==> config.mk <==
export PLATFORM = sky130hd
export DESIGN_NAME = serial_sniffer
export DESIGN_NICKNAME = d
export VERILOG_FILES = /design/src/serial_sniffer.v
export VERILOG_INCLUDE_DIRS = /design/src
export SDC_FILE = /design/constraint.sdc
export NUM_CORES = 2
export LEC_CHECK = 0
export ABC_AREA = 1
export BUFFER_PORTS_ARGS = -buffer_cell sky130_fd_sc_hd__buf_2
export CORE_MARGIN = 1
export CORE_UTILIZATION = 30
export CTS_CLUSTER_DIAMETER = 30
export DETAILED_ROUTE_END_ITERATION = 8
export SLEW_MARGIN = 25
export SYNTH_ARGS = -nofsm -noshare
export SYNTH_HDL_FRONTEND = slang
export SYNTH_SLANG_ARGS = --single-unit
==> constraint.sdc <==
create_clock -name clk -period 31.6 [get_ports clk]
set_clock_uncertainty 0.15 [all_clocks]
set_input_delay 4.74 -clock clk [delete_from_list [all_inputs] [get_ports clk]]
set_output_delay 4.74 -clock clk [all_outputs]
set_load 0.02 [all_outputs]
==> src/sniffer_map.vh <==
`ifndef SNIFFER_MAP_VH
`define SNIFFER_MAP_VH
// Function
// - Async bit time is any programmed divisor, covering 1 Baud to 20 MBaud.
// - Async character length is programmable from 5 up to 9 data bits.
// - With nine data bits only no parity is allowed; others are invalid.
// - Parity none/odd/even/mark/space only flags errors, never alters data.
// - No stop-bit setting; first stop bit ends the character and stores it.
// - Further idle periods are ignored; wait for the next start edge.
// - Scanner measures bit rate on either port (first only in Manchester), then, except in Manchester, finds data bits and parity.
// - Scanning runs on live traffic, restartable anytime, without any capture.
// - SSI frame is delimited by counting the configured clocks per frame.
// - Optional half-clock delay of the SSI sample point, off by default.
// - Double-transmission mode merges a repeated pair of frames into one.
// - SSI scanner measures rate, clocks, monoflop, repeat time; flags irregularities.
// - Manchester type selectable: two phase-encoded, two differential variants.
// - Manchester bit cell equals programmed bit time, half the line clock rate.
// - Manchester bit order per byte selectable, MSB first or LSB first.
// - Manchester scan detects only bit rate; type and order come from setup.
// - Bit rate meter runs continuously on the selected channels, recording or not.
// - Meter source selectable both, first or second channel, or fully off.
// - Each data channel carries up to nine bits plus parity and framing errors.
// - SSI frames longer than a byte are emitted as consecutive bytes.

`define CLK_MHZ 100
`define METER_WIN_MS 1000
`define METER_WIN_CYC (`METER_WIN_MS * 1000 * `CLK_MHZ)
`define SCAN_WIN_MS 200
`define SCAN_WIN_CYC (`SCAN_WIN_MS * 1000 * `CLK_MHZ)
`define SSI_IDLE_NS 2000
`define SSI_IDLE_CYC ((`SSI_IDLE_NS * `CLK_MHZ) / 1000)
`define SCAN_FRAMES 5'd16

`define A_CTRL 8'h00
`define A_DIV 8'h04
`define A_SBITS 8'h08
`define A_RX0 8'h0c
`define A_RX1 8'h10
`define A_METER 8'h14
`define A_SCAN 8'h18
`define A_SDIV 8'h1c
`define A_SPER 8'h20
`define A_SCLKS 8'h24
`define A_SMONO 8'h28
`define A_SREP 8'h2c

`define F_MODE 0
`define F_BITS 2
`define F_PAR 6
`define F_HDLY 9
`define F_DBL 10
`define F_MTYPE 11
`define F_MSB 13
`define F_MSRC 14
`define F_SCAN 16

`define MODE_ASYNC 2'd0
`define MODE_SSI 2'd1
`define MODE_MAN 2'd2
`define P_NONE 3'd0
`define P_ODD 3'd1
`define P_EVEN 3'd2
`define P_MARK 3'd3
`define P_SPACE 3'd4
`define SRC_BOTH 2'd0
`define SRC_FIRST 2'd1
`define SRC_SECOND 2'd2

`define CTRL_RST 16'h0020
`define DIV_RST 27'h0000364
`define SBITS_RST 6'h19
`endif

==> src/serial_sniffer.v <==
`timescale 1ns/100ps
`include "sniffer_map.vh"
module serial_sniffer #(
  parameter METER_WIN = `METER_WIN_CYC,
  parameter SCAN_WIN = `SCAN_WIN_CYC
) (
  input wire clk,
  input wire rst,
  input wire psel,
  input wire penable,
  input wire pwrite,
  input wire [7:0] paddr,
  input wire [31:0] pwdata,
  output wire [31:0] prdata,
  output wire pready,
  output wire pslverr,
  input wire diff_input_first,
  input wire diff_input_second
);
  localparam A_IDLE = 3'd0, A_START = 3'd1, A_DATA = 3'd2, A_PAR = 3'd3, A_STOP = 3'd4;
  localparam C_IDLE = 3'd0, C_RATE = 3'd1, C_LEN = 3'd2, C_PAR = 3'd3, C_DONE = 3'd4;

  function [26:0] sinc;
    input [26:0] x;
    sinc = (&x) ? x : x + 27'd1;
  endfunction

  function par_err;
    input [8:0] d;
    input pb;
    input [2:0] pm;
    reg x;
    begin
      x = (^d) ^ pb;
      case (pm)
        `P_ODD: par_err = ~x;
        `P_EVEN: par_err = x;
        `P_MARK: par_err = ~pb;
        `P_SPACE: par_err = pb;
        default: par_err = 1'b0;
      endcase
    end
  endfunction

  function [3:0] last_zero;
    input [10:0] v;
    integer k;
    begin
      last_zero = 4'd0;
      for (k = 1; k <= 10; k = k + 1)
        if (!v[k])
          last_zero = k[3:0];
    end
  endfunction

  function xor_upto;
    input [10:0] v;
    input [3:0] n;
    integer k;
    begin
      xor_upto = 1'b0;
      for (k = 1; k <= 10; k = k + 1)
        if (k <= n)
          xor_upto = xor_upto ^ v[k];
    end
  endfunction

  // ---------------------------------------------------------------
  // Input synchronisers
  // ---------------------------------------------------------------
  reg [1:0] sy1_q, sy2_q, sy3_q;
  always @(posedge clk or posedge rst)
    if (rst)
    begin
      sy1_q <= 2'b11;
      sy2_q <= 2'b11;
      sy3_q <= 2'b11;
    end
    else
    begin
      sy1_q <= {diff_input_second, diff_input_first};
      sy2_q <= sy1_q;
      sy3_q <= sy2_q;
    end
  wire [1:0] fall = sy3_q & ~sy2_q;
  wire [1:0] rise = ~sy3_q & sy2_q;
  wire [1:0] edg = sy3_q ^ sy2_q;

  // ---------------------------------------------------------------
  // Configuration
  // ---------------------------------------------------------------
  reg [15:0] ctrl_q;
  reg [26:0] div_q;
  reg [5:0] sb_q;
  reg scan_go;
  wire [1:0] mode = ctrl_q[`F_MODE +: 2];
  wire [3:0] nb_raw = ctrl_q[`F_BITS +: 4];
  wire [3:0] nb = (nb_raw < 4'd5) ? 4'd5 : (nb_raw > 4'd9) ? 4'd9 : nb_raw;
  wire [2:0] pm = ctrl_q[`F_PAR +: 3];
  wire par_en = (pm != `P_NONE) && (nb != 4'd9);
  wire cfg_err = (pm != `P_NONE) && (nb == 4'd9);
  wire hdly = ctrl_q[`F_HDLY];
  wire dbl = ctrl_q[`F_DBL];
  wire [1:0] mtype = ctrl_q[`F_MTYPE +: 2];
  wire msb_first = ctrl_q[`F_MSB];
  wire [1:0] msrc = ctrl_q[`F_MSRC +: 2];
  wire [5:0] sbits = (sb_q > 6'd32) ? 6'd32 : (sb_q == 6'd0) ? 6'd1 : sb_q;

  // ---------------------------------------------------------------
  // Async receivers, one per data channel
  // ---------------------------------------------------------------
  wire [1:0] ap, ape, afe;
  wire [17:0] ad;
  genvar g;
  generate
    for (g = 0; g < 2; g = g + 1)
    begin : arx
      reg [2:0] st_q;
      reg [26:0] cnt_q;
      reg [3:0] idx_q;
      reg [8:0] dat_q;
      reg pb_q, p_q, pe_q, fe_q;
      always @(posedge clk or posedge rst)
        if (rst)
        begin
          st_q <= A_IDLE;
          cnt_q <= 27'd0;
          idx_q <= 4'd0;
          dat_q <= 9'd0;
          pb_q <= 1'b0;
          p_q <= 1'b0;
          pe_q <= 1'b0;
          fe_q <= 1'b0;
        end
        else
        begin
          p_q <= 1'b0;
          if (cnt_q != 27'd0)
            cnt_q <= cnt_q - 27'd1;
          if (mode != `MODE_ASYNC)
            st_q <= A_IDLE;
          else
            case (st_q)
              A_IDLE:
                if (fall[g])
                begin
                  cnt_q <= div_q >> 1;
                  st_q <= A_START;
                end
              A_START:
                if (cnt_q == 27'd0)
                begin
                  st_q <= sy2_q[g] ? A_IDLE : A_DATA;
                  cnt_q <= div_q - 27'd1;
                  idx_q <= 4'd0;
                  dat_q <= 9'd0;
                end
              A_DATA:
                if (cnt_q == 27'd0)
                begin
                  dat_q[idx_q] <= sy2_q[g];
                  idx_q <= idx_q + 4'd1;
                  cnt_q <= div_q - 27'd1;
                  if (idx_q == nb - 4'd1)
                    st_q <= par_en ? A_PAR : A_STOP;
                end
              A_PAR:
                if (cnt_q == 27'd0)
                begin
                  pb_q <= sy2_q[g];
                  cnt_q <= div_q - 27'd1;
                  st_q <= A_STOP;
                end
              A_STOP:
                if (cnt_q == 27'd0)
                begin
                  p_q <= 1'b1;
                  fe_q <= ~sy2_q[g];
                  pe_q <= par_en & par_err(dat_q, pb_q, pm);
                  st_q <= A_IDLE;
                end
              default: st_q <= A_IDLE;
            endcase
        end
      assign ap[g] = p_q;
      assign ape[g] = pe_q;
      assign afe[g] = fe_q;
      assign ad[g*9 +: 9] = dat_q;
    end
  endgenerate

  // ---------------------------------------------------------------
  // SSI decoder and timing scanner
  // ---------------------------------------------------------------
  reg s_act_q, s_fr_q, s_pend_q, s_mrun_q, s_err_q, s_derr_q, ssi_p_q;
  reg [6:0] s_cnt_q, s_rc_q, s_clks_q;
  reg [63:0] s_sh_q;
  reg [26:0] s_tm_q, s_hi_q, s_per_q, s_dly_q, s_rtm_q, s_rep_q, s_mono_q;
  reg [31:0] e_w_q;
  reg [2:0] e_n_q;
  reg [7:0] e_b_q;
  reg [1:0] slot_v_q;
  wire ssi_on = (mode == `MODE_SSI);
  wire [6:0] tgt = dbl ? {sbits, 1'b0} : {1'b0, sbits};
  wire smp = s_fr_q & ((rise[0] & ~hdly) | (s_pend_q & (s_dly_q == 27'd0)));
  wire [63:0] nsh = {s_sh_q[62:0], sy2_q[1]};
  wire [63:0] msk = (64'h1 << sbits) - 64'h1;
  wire [63:0] first_w = nsh >> sbits;
  localparam [27:0] IDLE_GAP = `SSI_IDLE_CYC;
  wire [27:0] thr = {s_per_q, 1'b0} + IDLE_GAP;
  wire [4:0] eidx = {e_n_q[1:0] - 2'd1, 3'b000};
  always @(posedge clk or posedge rst)
    if (rst)
    begin
      s_act_q <= 1'b0;
      s_fr_q <= 1'b0;
      s_pend_q <= 1'b0;
      s_mrun_q <= 1'b0;
      s_err_q <= 1'b0;
      s_derr_q <= 1'b0;
      ssi_p_q <= 1'b0;
      s_cnt_q <= 7'd0;
      s_rc_q <= 7'd0;
      s_clks_q <= 7'd0;
      s_sh_q <= 64'h0;
      s_tm_q <= 27'd0;
      s_hi_q <= 27'd0;
      s_per_q <= 27'd0;
      s_dly_q <= 27'd0;
      s_rtm_q <= 27'd0;
      s_rep_q <= 27'd0;
      s_mono_q <= 27'd0;
      e_w_q <= 32'h0;
      e_n_q <= 3'd0;
      e_b_q <= 8'h0;
    end
    else
    begin
      ssi_p_q <= 1'b0;
      s_tm_q <= sinc(s_tm_q);
      s_rtm_q <= sinc(s_rtm_q);
      s_hi_q <= (rise[0] || !sy2_q[0]) ? 27'd0 : sinc(s_hi_q);
      if (scan_go)
      begin
        s_err_q <= 1'b0;
        s_derr_q <= 1'b0;
      end
      if (!ssi_on)
      begin
        s_act_q <= 1'b0;
        s_fr_q <= 1'b0;
        s_pend_q <= 1'b0;
        e_n_q <= 3'd0;
      end
      else
      begin
        if (fall[0] && !s_act_q)
        begin
          s_act_q <= 1'b1;
          s_fr_q <= 1'b1;
          s_cnt_q <= 7'd0;
          s_rc_q <= 7'd0;
          s_rep_q <= s_rtm_q;
          s_rtm_q <= 27'd1;
          s_tm_q <= 27'd1;
        end
        else if (fall[0])
        begin
          // Restart at one so a period of N cycles reads as N
          s_per_q <= s_tm_q;
          s_tm_q <= 27'd1;
        end
        if (rise[0] && s_act_q)
          s_rc_q <= s_rc_q + 7'd1;
        if (rise[0] && hdly && s_fr_q)
        begin
          s_pend_q <= 1'b1;
          s_dly_q <= s_per_q >> 1;
        end
        else if (s_pend_q && s_dly_q != 27'd0)
          s_dly_q <= s_dly_q - 27'd1;
        if (smp)
        begin
          s_pend_q <= 1'b0;
          s_sh_q <= nsh;
          s_cnt_q <= s_cnt_q + 7'd1;
          if (s_cnt_q + 7'd1 == tgt)
          begin
            s_fr_q <= 1'b0;
            e_w_q <= dbl ? first_w[31:0] : nsh[31:0];
            e_n_q <= sbits[5:3] + {2'b00, |sbits[2:0]};
            if (dbl && ((first_w ^ nsh) & msk) != 64'h0)
              s_derr_q <= 1'b1;
          end
        end
        if (s_act_q && {1'b0, s_hi_q} > thr)
        begin
          s_act_q <= 1'b0;
          s_fr_q <= 1'b0;
          s_clks_q <= s_rc_q;
          if (s_rc_q != tgt)
            s_err_q <= 1'b1;
          if (sy2_q[1])
          begin
            s_mono_q <= s_hi_q;
            s_err_q <= 1'b1;
          end
          else
            s_mrun_q <= 1'b1;
        end
        // Emitter waits for the slot, so a slow reader delays bytes; a new frame replaces unsent ones
        if (e_n_q != 3'd0 && !slot_v_q[0] && !ssi_p_q)
        begin
          e_b_q <= e_w_q[eidx +: 8];
          e_n_q <= e_n_q - 3'd1;
          ssi_p_q <= 1'b1;
        end
      end
      if (s_mrun_q && rise[1])
      begin
        s_mono_q <= s_hi_q;
        s_mrun_q <= 1'b0;
      end
    end

  // ---------------------------------------------------------------
  // Manchester decoder
  // ---------------------------------------------------------------
  reg [26:0] m_tm_q;
  reg m_sync_q, m_bnd_q, m_p_q;
  reg [7:0] m_b_q, m_out_q;
  reg [2:0] m_n_q;
  wire [26:0] m_3q = (div_q >> 1) + (div_q >> 2);
  wire m_mid = edg[0] & (~m_sync_q | (m_tm_q > m_3q));
  reg m_bit;
  always @*
    case (mtype)
      2'd0: m_bit = sy2_q[0];
      2'd1: m_bit = ~sy2_q[0];
      2'd2: m_bit = ~m_bnd_q;
      default: m_bit = m_bnd_q;
    endcase
  wire [7:0] m_nb = msb_first ? {m_b_q[6:0], m_bit} : {m_bit, m_b_q[7:1]};
  always @(posedge clk or posedge rst)
    if (rst)
    begin
      m_tm_q <= 27'd0;
      m_sync_q <= 1'b0;
      m_bnd_q <= 1'b0;
      m_p_q <= 1'b0;
      m_b_q <= 8'h0;
      m_out_q <= 8'h0;
      m_n_q <= 3'd0;
    end
    else
    begin
      m_p_q <= 1'b0;
      m_tm_q <= sinc(m_tm_q);
      if (mode != `MODE_MAN)
      begin
        m_sync_q <= 1'b0;
        m_n_q <= 3'd0;
      end
      else if (m_mid)
      begin
        m_tm_q <= 27'd0;
        m_sync_q <= 1'b1;
        m_bnd_q <= 1'b0;
        m_b_q <= m_nb;
        m_n_q <= m_n_q + 3'd1;
        if (m_n_q == 3'd7)
        begin
          m_out_q <= m_nb;
          m_p_q <= 1'b1;
        end
      end
      else if (edg[0])
        m_bnd_q <= 1'b1;
      else if (m_sync_q && {1'b0, m_tm_q} > {div_q, 1'b0})
      begin
        // Two silent cells end the frame; a partial byte is dropped
        m_sync_q <= 1'b0;
        m_n_q <= 3'd0;
      end
    end

  // ---------------------------------------------------------------
  // Output slots
  // ---------------------------------------------------------------
  reg [17:0] slot_d_q;
  reg [1:0] slot_pe_q, slot_fe_q, slot_ov_q;
  reg [1:0] pop;
  wire [1:0] psh;
  wire [17:0] pdat;
  assign psh[1] = ap[1];
  assign psh[0] = (mode == `MODE_ASYNC) ? ap[0] : ssi_on ? ssi_p_q :
                  (mode == `MODE_MAN) ? m_p_q : 1'b0;
  assign pdat[17:9] = ad[17:9];
  assign pdat[8:0] = (mode == `MODE_ASYNC) ? ad[8:0] :
                     ssi_on ? {1'b0, e_b_q} : {1'b0, m_out_q};
  wire [1:0] ppe = (mode == `MODE_ASYNC) ? ape : {ape[1], 1'b0};
  wire [1:0] pfe = (mode == `MODE_ASYNC) ? afe : {afe[1], 1'b0};
  integer i;
  always @(posedge clk or posedge rst)
    if (rst)
    begin
      slot_d_q <= 18'd0;
      slot_pe_q <= 2'b00;
      slot_fe_q <= 2'b00;
      slot_ov_q <= 2'b00;
      slot_v_q <= 2'b00;
    end
    else
      for (i = 0; i < 2; i = i + 1)
        if (psh[i])
        begin
          slot_v_q[i] <= 1'b1;
          slot_d_q[i*9 +: 9] <= pdat[i*9 +: 9];
          slot_pe_q[i] <= ppe[i];
          slot_fe_q[i] <= pfe[i];
          slot_ov_q[i] <= slot_v_q[i] & ~pop[i];
        end
        else if (pop[i])
        begin
          slot_v_q[i] <= 1'b0;
          slot_ov_q[i] <= 1'b0;
        end

  // ---------------------------------------------------------------
  // Bit rate meter
  // ---------------------------------------------------------------
  reg [26:0] mt_q, mmin_q, meter_q;
  reg [31:0] mw_q;
  wire me = (msrc == `SRC_BOTH) ? |edg : (msrc == `SRC_FIRST) ? edg[0] :
            (msrc == `SRC_SECOND) ? edg[1] : 1'b0;
  always @(posedge clk or posedge rst)
    if (rst)
    begin
      mt_q <= {27{1'b1}};
      mmin_q <= {27{1'b1}};
      meter_q <= 27'd0;
      mw_q <= 32'd0;
    end
    else
    begin
      mt_q <= me ? 27'd1 : sinc(mt_q);
      mw_q <= mw_q + 32'd1;
      if (mw_q == METER_WIN - 1)
      begin
        mw_q <= 32'd0;
        meter_q <= (&mmin_q) ? 27'd0 : mmin_q;
        mmin_q <= {27{1'b1}};
      end
      else if (me && mt_q < mmin_q)
        mmin_q <= mt_q;
    end

  // ---------------------------------------------------------------
  // Parameter scanner
  // ---------------------------------------------------------------
  reg [2:0] sc_st_q;
  reg [31:0] sw_q;
  reg [26:0] stm_q, smin_q, sdiv_q, sf_cnt_q;
  reg sf_act_q, sf_done_q;
  reg [3:0] sf_idx_q, sc_len_q, sc_bits_q;
  reg [10:0] sf_v_q;
  reg [4:0] sc_fr_q, sc_ne_q, sc_no_q;
  reg [2:0] sc_par_q;
  // Either port except in Manchester mode, which uses the first only: idle-high lines are merged so traffic on one suffices
  wire sl_now = (mode == `MODE_MAN) ? sy2_q[0] : &sy2_q;
  wire sl_prev = (mode == `MODE_MAN) ? sy3_q[0] : &sy3_q;
  wire sedge = sl_now ^ sl_prev;
  wire sx = xor_upto(sf_v_q, sc_len_q);
  always @(posedge clk or posedge rst)
    if (rst)
    begin
      sc_st_q <= C_IDLE;
      sw_q <= 32'd0;
      stm_q <= {27{1'b1}};
      smin_q <= {27{1'b1}};
      sdiv_q <= 27'd0;
      sf_cnt_q <= 27'd0;
      sf_act_q <= 1'b0;
      sf_done_q <= 1'b0;
      sf_idx_q <= 4'd0;
      sf_v_q <= 11'h7ff;
      sc_len_q <= 4'd0;
      sc_bits_q <= 4'd0;
      sc_fr_q <= 5'd0;
      sc_ne_q <= 5'd0;
      sc_no_q <= 5'd0;
      sc_par_q <= `P_NONE;
    end
    else
    begin
      sf_done_q <= 1'b0;
      stm_q <= sedge ? 27'd1 : sinc(stm_q);
      // Frames must leave a gap: back-to-back short characters lengthen the scan
      if (sf_act_q && sf_cnt_q != 27'd0)
        sf_cnt_q <= sf_cnt_q - 27'd1;
      else if (sf_act_q)
      begin
        sf_v_q[sf_idx_q] <= sl_now;
        sf_idx_q <= sf_idx_q + 4'd1;
        sf_cnt_q <= sdiv_q - 27'd1;
        if (sf_idx_q == 4'd10)
        begin
          sf_act_q <= 1'b0;
          sf_done_q <= 1'b1;
        end
      end
      else if (sl_prev && !sl_now && (sc_st_q == C_LEN || sc_st_q == C_PAR))
      begin
        sf_act_q <= 1'b1;
        sf_idx_q <= 4'd1;
        sf_cnt_q <= sdiv_q + (sdiv_q >> 1);
      end
      if (scan_go)
      begin
        sc_st_q <= C_RATE;
        sw_q <= 32'd0;
        smin_q <= {27{1'b1}};
        sf_act_q <= 1'b0;
      end
      else
        case (sc_st_q)
          C_RATE:
          begin
            sw_q <= sw_q + 32'd1;
            if (sedge && stm_q < smin_q)
              smin_q <= stm_q;
            if (sw_q == SCAN_WIN - 1)
            begin
              sc_fr_q <= 5'd0;
              sc_len_q <= 4'd0;
              sc_ne_q <= 5'd0;
              sc_no_q <= 5'd0;
              if (&smin_q)
              begin
                sdiv_q <= 27'd0;
                sc_st_q <= C_DONE;
              end
              else if (mode == `MODE_MAN)
              begin
                sdiv_q <= {smin_q[25:0], 1'b0};
                sc_st_q <= C_DONE;
              end
              else
              begin
                sdiv_q <= smin_q;
                sc_st_q <= C_LEN;
              end
            end
          end
          C_LEN:
            if (sf_done_q)
            begin
              if (last_zero(sf_v_q) > sc_len_q)
                sc_len_q <= last_zero(sf_v_q);
              sc_fr_q <= sc_fr_q + 5'd1;
              if (sc_fr_q == `SCAN_FRAMES - 5'd1)
              begin
                sc_fr_q <= 5'd0;
                sc_st_q <= C_PAR;
              end
            end
          C_PAR:
            if (sf_done_q)
            begin
              sc_fr_q <= sc_fr_q + 5'd1;
              if (sx)
                sc_no_q <= sc_no_q + 5'd1;
              else
                sc_ne_q <= sc_ne_q + 5'd1;
              if (sc_fr_q == `SCAN_FRAMES - 5'd1)
                sc_st_q <= C_DONE;
            end
          C_IDLE, C_DONE: sc_st_q <= sc_st_q;
          default: sc_st_q <= C_IDLE;
        endcase
      if (sc_st_q == C_PAR && sf_done_q && sc_fr_q == `SCAN_FRAMES - 5'd1)
      begin
        if (sc_len_q >= 4'd6 && (sc_no_q == 5'd0 && !sx))
        begin
          sc_bits_q <= sc_len_q - 4'd1;
          sc_par_q <= `P_EVEN;
        end
        else if (sc_len_q >= 4'd6 && (sc_ne_q == 5'd0 && sx))
        begin
          sc_bits_q <= sc_len_q - 4'd1;
          sc_par_q <= `P_ODD;
        end
        else
        begin
          sc_bits_q <= (sc_len_q < 4'd5) ? 4'd5 : (sc_len_q > 4'd9) ? 4'd9 : sc_len_q;
          sc_par_q <= `P_NONE;
        end
      end
    end

  // ---------------------------------------------------------------
  // APB slave: one wait state, read side effects on the data capture edge
  // ---------------------------------------------------------------
  reg [31:0] prdata_q, rmux;
  reg pready_q, pslverr_q, hit;
  wire ld = psel & penable & ~pready_q;
  wire wr = psel & penable & pready_q & pwrite;
  always @*
  begin
    hit = 1'b1;
    rmux = 32'h0;
    pop = 2'b00;
    scan_go = wr & (paddr == `A_CTRL) & pwdata[`F_SCAN];
    case (paddr)
      `A_CTRL: rmux = {16'h0, ctrl_q};
      `A_DIV: rmux = {5'h0, div_q};
      `A_SBITS: rmux = {26'h0, sb_q};
      `A_RX0: rmux = {19'h0, slot_ov_q[0], slot_v_q[0], slot_fe_q[0], slot_pe_q[0],
                      slot_d_q[8:0]};
      `A_RX1: rmux = {19'h0, slot_ov_q[1], slot_v_q[1], slot_fe_q[1], slot_pe_q[1],
                      slot_d_q[17:9]};
      `A_METER: rmux = {5'h0, meter_q};
      `A_SCAN: rmux = {20'h0, s_derr_q, s_err_q, cfg_err, sc_par_q, sc_bits_q,
                       sc_st_q == C_DONE, sc_st_q != C_IDLE && sc_st_q != C_DONE};
      `A_SDIV: rmux = {5'h0, sdiv_q};
      `A_SPER: rmux = {5'h0, s_per_q};
      `A_SCLKS: rmux = {25'h0, s_clks_q};
      `A_SMONO: rmux = {5'h0, s_mono_q};
      `A_SREP: rmux = {5'h0, s_rep_q};
      default: hit = 1'b0;
    endcase
    if (ld && !pwrite && paddr == `A_RX0)
      pop[0] = 1'b1;
    if (ld && !pwrite && paddr == `A_RX1)
      pop[1] = 1'b1;
  end
  always @(posedge clk or posedge rst)
    if (rst)
    begin
      prdata_q <= 32'h0;
      pready_q <= 1'b0;
      pslverr_q <= 1'b0;
      ctrl_q <= `CTRL_RST;
      div_q <= `DIV_RST;
      sb_q <= `SBITS_RST;
    end
    else
    begin
      pready_q <= ld;
      pslverr_q <= ld & ~hit;
      if (ld)
        prdata_q <= pwrite ? 32'h0 : rmux;
      if (wr && paddr == `A_CTRL)
        ctrl_q <= pwdata[15:0];
      if (wr && paddr == `A_DIV)
        div_q <= pwdata[26:0];
      if (wr && paddr == `A_SBITS)
        sb_q <= pwdata[5:0];
    end
  assign prdata = prdata_q;
  assign pready = pready_q;
  assign pslverr = pslverr_q;
endmodule

-- After elaboration in Yosys (flattened, before gate mapping)
Index checks and enable logic that the tools add are counted.
- add/sub/neg operators: 32
- $mul: 0
- divide/modulo/power cells: 0
- magnitude comparators: 28
- equal/unequal tests: 84
- shifts and indexed selects: 3
- mux-type cells: 241
- bitwise gates (word level): 54
- reduce and logical (&&, ||, !) cells: 136
- operators with widths (operator ; number):
    $mux W27 ; 41
    $pmux W27 S12 ; 1
    $reduce_and A27 Y1 ; 8
    $add A27 B1 Y27 const B ; 6
    $sub A27 B1 Y27 const B ; 6
    $mux W32 ; 5
    $mux W4 ; 27
    $pmux W27 S2 ; 2
    $reduce_bool A27 Y1 ; 4
    $mux W3 ; 31
    $mux W1 ; 90
    $logic_not A27 Y1 ; 3
    $add A32 B1 Y32 const B ; 2
    $and A64 B64 Y64 ; 1
    $reduce_bool A64 Y1 ; 1
    $shl A1 B6 Y64 const A ; 1
    $shr A64 B6 Y64 ; 1
    $sub A64 B1 Y64 const B ; 1
    $xor A64 B64 Y64 ; 1
    $gt A27 B28 Y1 ; 2
    $lt A27 B27 Y1 ; 2
    $ne A3 B3 Y1 const B ; 16
    $mux W9 ; 5
    $mux W5 ; 8
    86 further kinds ; 313
- bits in registers: 880
- bits in latches: 0
- RAM bits: 0
- memory bits (read-only): 0
- bits of input ports: 47
- output and inout port bits: 34
- logic and storage cells: 661
- memories: 0

-- Longest topological paths before layout
- word-level depth: 24
- gate-level depth with buffers: 31
- depth with buffers taken out: 30

-- Least setup slack after synthesis
Ideal clock, no wire load.
- kind: input port to flip-flop
- start: in paddr[7]
- end: reg sc_ne_q[4]
- setup time: 0.124 ns
- data arrival time: 6.588 ns
- data required time: 31.326 ns
- slack: 24.738 ns
- stages: 18
- path buffers: 0
- cell sequence: nor2_1 > inv_1 > nor2_1 > inv_1 > nor2_1 > inv_1 > nor2_2 > nand2_1 > nor2_1 > inv_2 > nand2_1 > inv_1 > nand2_1 > o21ai_2 > nand2_1 > nor3_2 > o21ai_0 > a21oi_1
- longest elaborated chain between the ends: 5
- RTL lines (element ; line ; text):
    from (decl) ; serial_sniffer.v:12 ; input wire [7:0] paddr,
    $logic_not A8 Y1 ; - ;
    $and A1 B1 Y1 (2 in series) ; serial_sniffer.v:613 ; scan_go = wr & (paddr == `A_CTRL) & pwdata[`F_SCAN];
    $not A1 Y1 (no line) ; - ;
    $reduce_and A5 Y1 (no line) ; - ;
    to (signal assigned) ; serial_sniffer.v:574 ; sc_ne_q <= sc_ne_q + 5'd1;
    to (decl) ; serial_sniffer.v:467 ; reg [4:0] sc_fr_q, sc_ne_q, sc_no_q;
Every way passes these cells.
A chain may end at the register's enable or synchronous reset.

-- Worst setup path in the final report
Ends and elaborated chain as after synthesis.

==> impl_metrics.yaml <==
global_route:
  grt_pass1_wl_mm: 322
  grt_pass1_vias: 55700
  grt_max_degree: 158
  grt_usage: 0.205
  antenna_found_initial: 4
  grt_remaining_overflow: 0
logic_synthesis:
  ys_seq_area_frac: 0.374
  netlist_area_um2: 58900
  yosys_register_bits: 873
  synth_flop_cell: "dfrtp_1"
  synth_edf_count: 0
  synth.avg_cell_area_um2: 7.19
  ys_async_sr_fraction: 1.00
  synthesis.instances: 8193
  synth_cell_type_count: 73
  yosysWarnings: 0
critical_path:
  path_class: "input port to flip-flop"
  required_ps: 32140
  r2r-start: "div_q[3]"
  startpoint: "paddr[7]"
  cp_max_fo: 48
  reg2reg_to: "m_out_q[2]"
  crit_arrival_ps: 8460
  rr_worst_depth: 29
  r2r_slack_ps: 24830
  startpoint_type: "input port"
  end_kind: "flip-flop"
clock_network:
  cts_buffers: 231
  clk_pin_slew_worst_paths_ps: 40
  post_cts_buffers: 0
  cts_tree: "built"
  clock-sinks: 873
  htree_levels: 4
  clk_latency_ps: 870
  clockBufferDepth: 3
  clockRootBuffer: "clkbuf_16"
  cts_resized: 0
  cts_hold_buf: 0
sta:
  rsz0062_at_grt: "no"
  setup_slack_ps: 23680
  fin_setup_tns_ps: 0
  slew_headroom: 0.324
  period_share: 0.251
  period_needed_ps: 7920
  finalHoldViolCount: 0
  finalSetupViolCount: 0
  tightest_slew_ps: 1010
  report.final.slew_viol_count: 0
  fmax_mhz: 126
floorplan:
  die-height_um: 445
  start_util: 0.302
  fp.coreArea_um2: 195000
  io_pins: 81
  die_area_um2: 198000
  num_rows: 162
  dieWidth_um: 445
pwr:
  intPower_mw: 3.19
  peakVddDrop_v: 0.0000487
  p_leak_nw: 31.4
  p_seq_frac: 0.284
  switching_share: 0.285
  powerDensity_nw_per_um2: 63.1
  clkPwrFrac: 0.581
  switching_power_mw: 1.27
  comb_power_share: 0.136
min_path:
  worstHoldStart: "sy1_q[0]"
  hold_depth: 0
  min_path_type: "flip-flop to flip-flop"
  whs_endpoint: "sy2_q[0]"
route:
  via_per_inst: 5.28
  ant_nets: 0
  first_pass_iters: 6
  routed_wl_mm: 208
  drc: 0
  drt-initial-drc-count: 5576
  vias: 58600
  routedWlPerCell_um: 18.7
place:
  pre_cts_slack_ps: 22920
  port_buffers: 70
  dp_hpwl_mm: 153
  gp_congestion: 0.973
cells_and_area:
  nNetsFinal: 8587
  fillers: 20300
  drive_gt1_frac: 0.0930
  syn_to_final_growth_pct: 20.0
run:
  cap_violations: 0
status:
  outcome: "finished, final reports clean"
cell usage in the layout, fill, tap and decap left out, drive strengths merged, types with 81 or more instances in the layout:
cell type     n
nand2      1736
inv         940
nand3       872
o21ai       810
nor2        745
dfrtp       740
a21oi       413
clkbuf      281
ha          272
nor3        199
xor2        193
nand4       150
buf         147
dfstp       133
o22ai        89
nor4         81
clkinv       81
how the worst max path moves through the flow:
stage,endpoint,cells after the start
global placement,sc_ne_q[4],20
global route,sc_ne_q[4],18
CTS,sc_ne_q[4],20
floorplan,arx[0].cnt_q[0],1
finish,sc_ne_q[4],20
detailed placement,sc_ne_q[4],20
layout make-up:
| type | instances | area (um2) | share of cell area |
|---|---|---|---|
| multi-input combinational | 6068 | 32100 | 0.454 |
| clock buffer | 281 | 6250 | 0.0884 |
| tap | 2624 | 3280 | 0.0464 |
| antenna | 3 | 7.51 | 0.000106 |
| clock inverter | 160 | 2490 | 0.0352 |
| timing repair buffer | 147 | 972 | 0.0137 |
| sequential | 873 | 22000 | 0.311 |
| inverter | 946 | 3560 | 0.0503 |
layer usage:
metal / part of all wire / up-vias / track usage / wire, um
li1: - / 28000 / - / -
met5: 0.00018 / - / 0 / 37
met1: 0.44 / 28100 / 0.273 / 91000
met2: 0.45 / 2109 / 0.321 / 93400
met3: 0.071 / 407 / 0.0389 / 14800
met4: 0.042 / 6 / 0.0899 / 8730
power by group through the flow:
stage	Sequential, mW	Combinational (mW)	Clock, mW
2_1_floorplan	1.26	0.444	0
3_3_place_gp	1.28	0.582	0
3_5_place_dp	1.28	0.595	0
4_1_cts	1.26	0.598	2.62
5_1_grt	1.27	0.683	2.69
6_report	1.26	0.605	2.59
cell families (layout without fill, tap and decap cells):
logic type	Yosys count	count (layout)	synth area share
other	1	8	0.0000636
XOR/XNOR	259	259	0.0385
AO/OA/AOI/OAI	1701	1701	0.165
AND/OR/NAND/NOR	3828	3828	0.281
flip-flops	873	873	0.374
buffers and inverters	1256	1534	0.0826
adder cells (fa/ha/maj)	273	273	0.0581
multiplexers	2	2	0.000340
stage by stage:
step	hold WS, ps	utilization	cells	cell area [um2]	power, mW
floorplan	195	-	8197	58900	1.70
global placement	198	0.318	10700	61900	1.86
detailed placement	198	0.318	10700	61900	1.87
CTS	204	0.362	11100	70700	4.48
global route	210	0.363	11100	70700	4.65
finish	203	0.363	11100	70700	4.46
cell usage after synthesis, types with 40 or more instances:
cell type	count	area share
o211ai_1	49	0.0062
xor2_1	193	0.029
a221oi_1	40	0.0059
nor3_1	197	0.017
nand3_1	867	0.074
dfstp_2	133	0.059
o21ai_0	790	0.067
clkbuf_1	203	0.013
buf_2	49	0.0042
a21oi_1	413	0.035
xnor2_1	66	0.0098
a31oi_1	61	0.0065
nor4_1	78	0.0083
nor2_1	731	0.047
nand2_1	1726	0.11
o22ai_1	89	0.0094
ha_1	272	0.058
inv_1	931	0.059
dfrtp_1	740	0.31
nand4_1	150	0.016
flip-flops by register name, indices dropped and copies added (netlist names), 32 cells and up:
name       count
arx.cnt_q     54
e_w_q         32
mw_q          32
s_sh_q        63
sw_q          32
worst max-delay path: stages:
cell	delay, ps
buf_2	90
nor2_1	140
inv_1	50
nor2_1	110
inv_1	70
nor2_1	230
inv_1	130
nor2_2	510
nand2_1	220
nor2_4	120
buf_4	460
inv_2	430
nand2_1	220
inv_1	90
nand2_1	210
o21ai_2	150
nand2_1	130
nor3_2	50
o21ai_0	140
a21oi_1	60
Power figures use the tool's default switching activity.
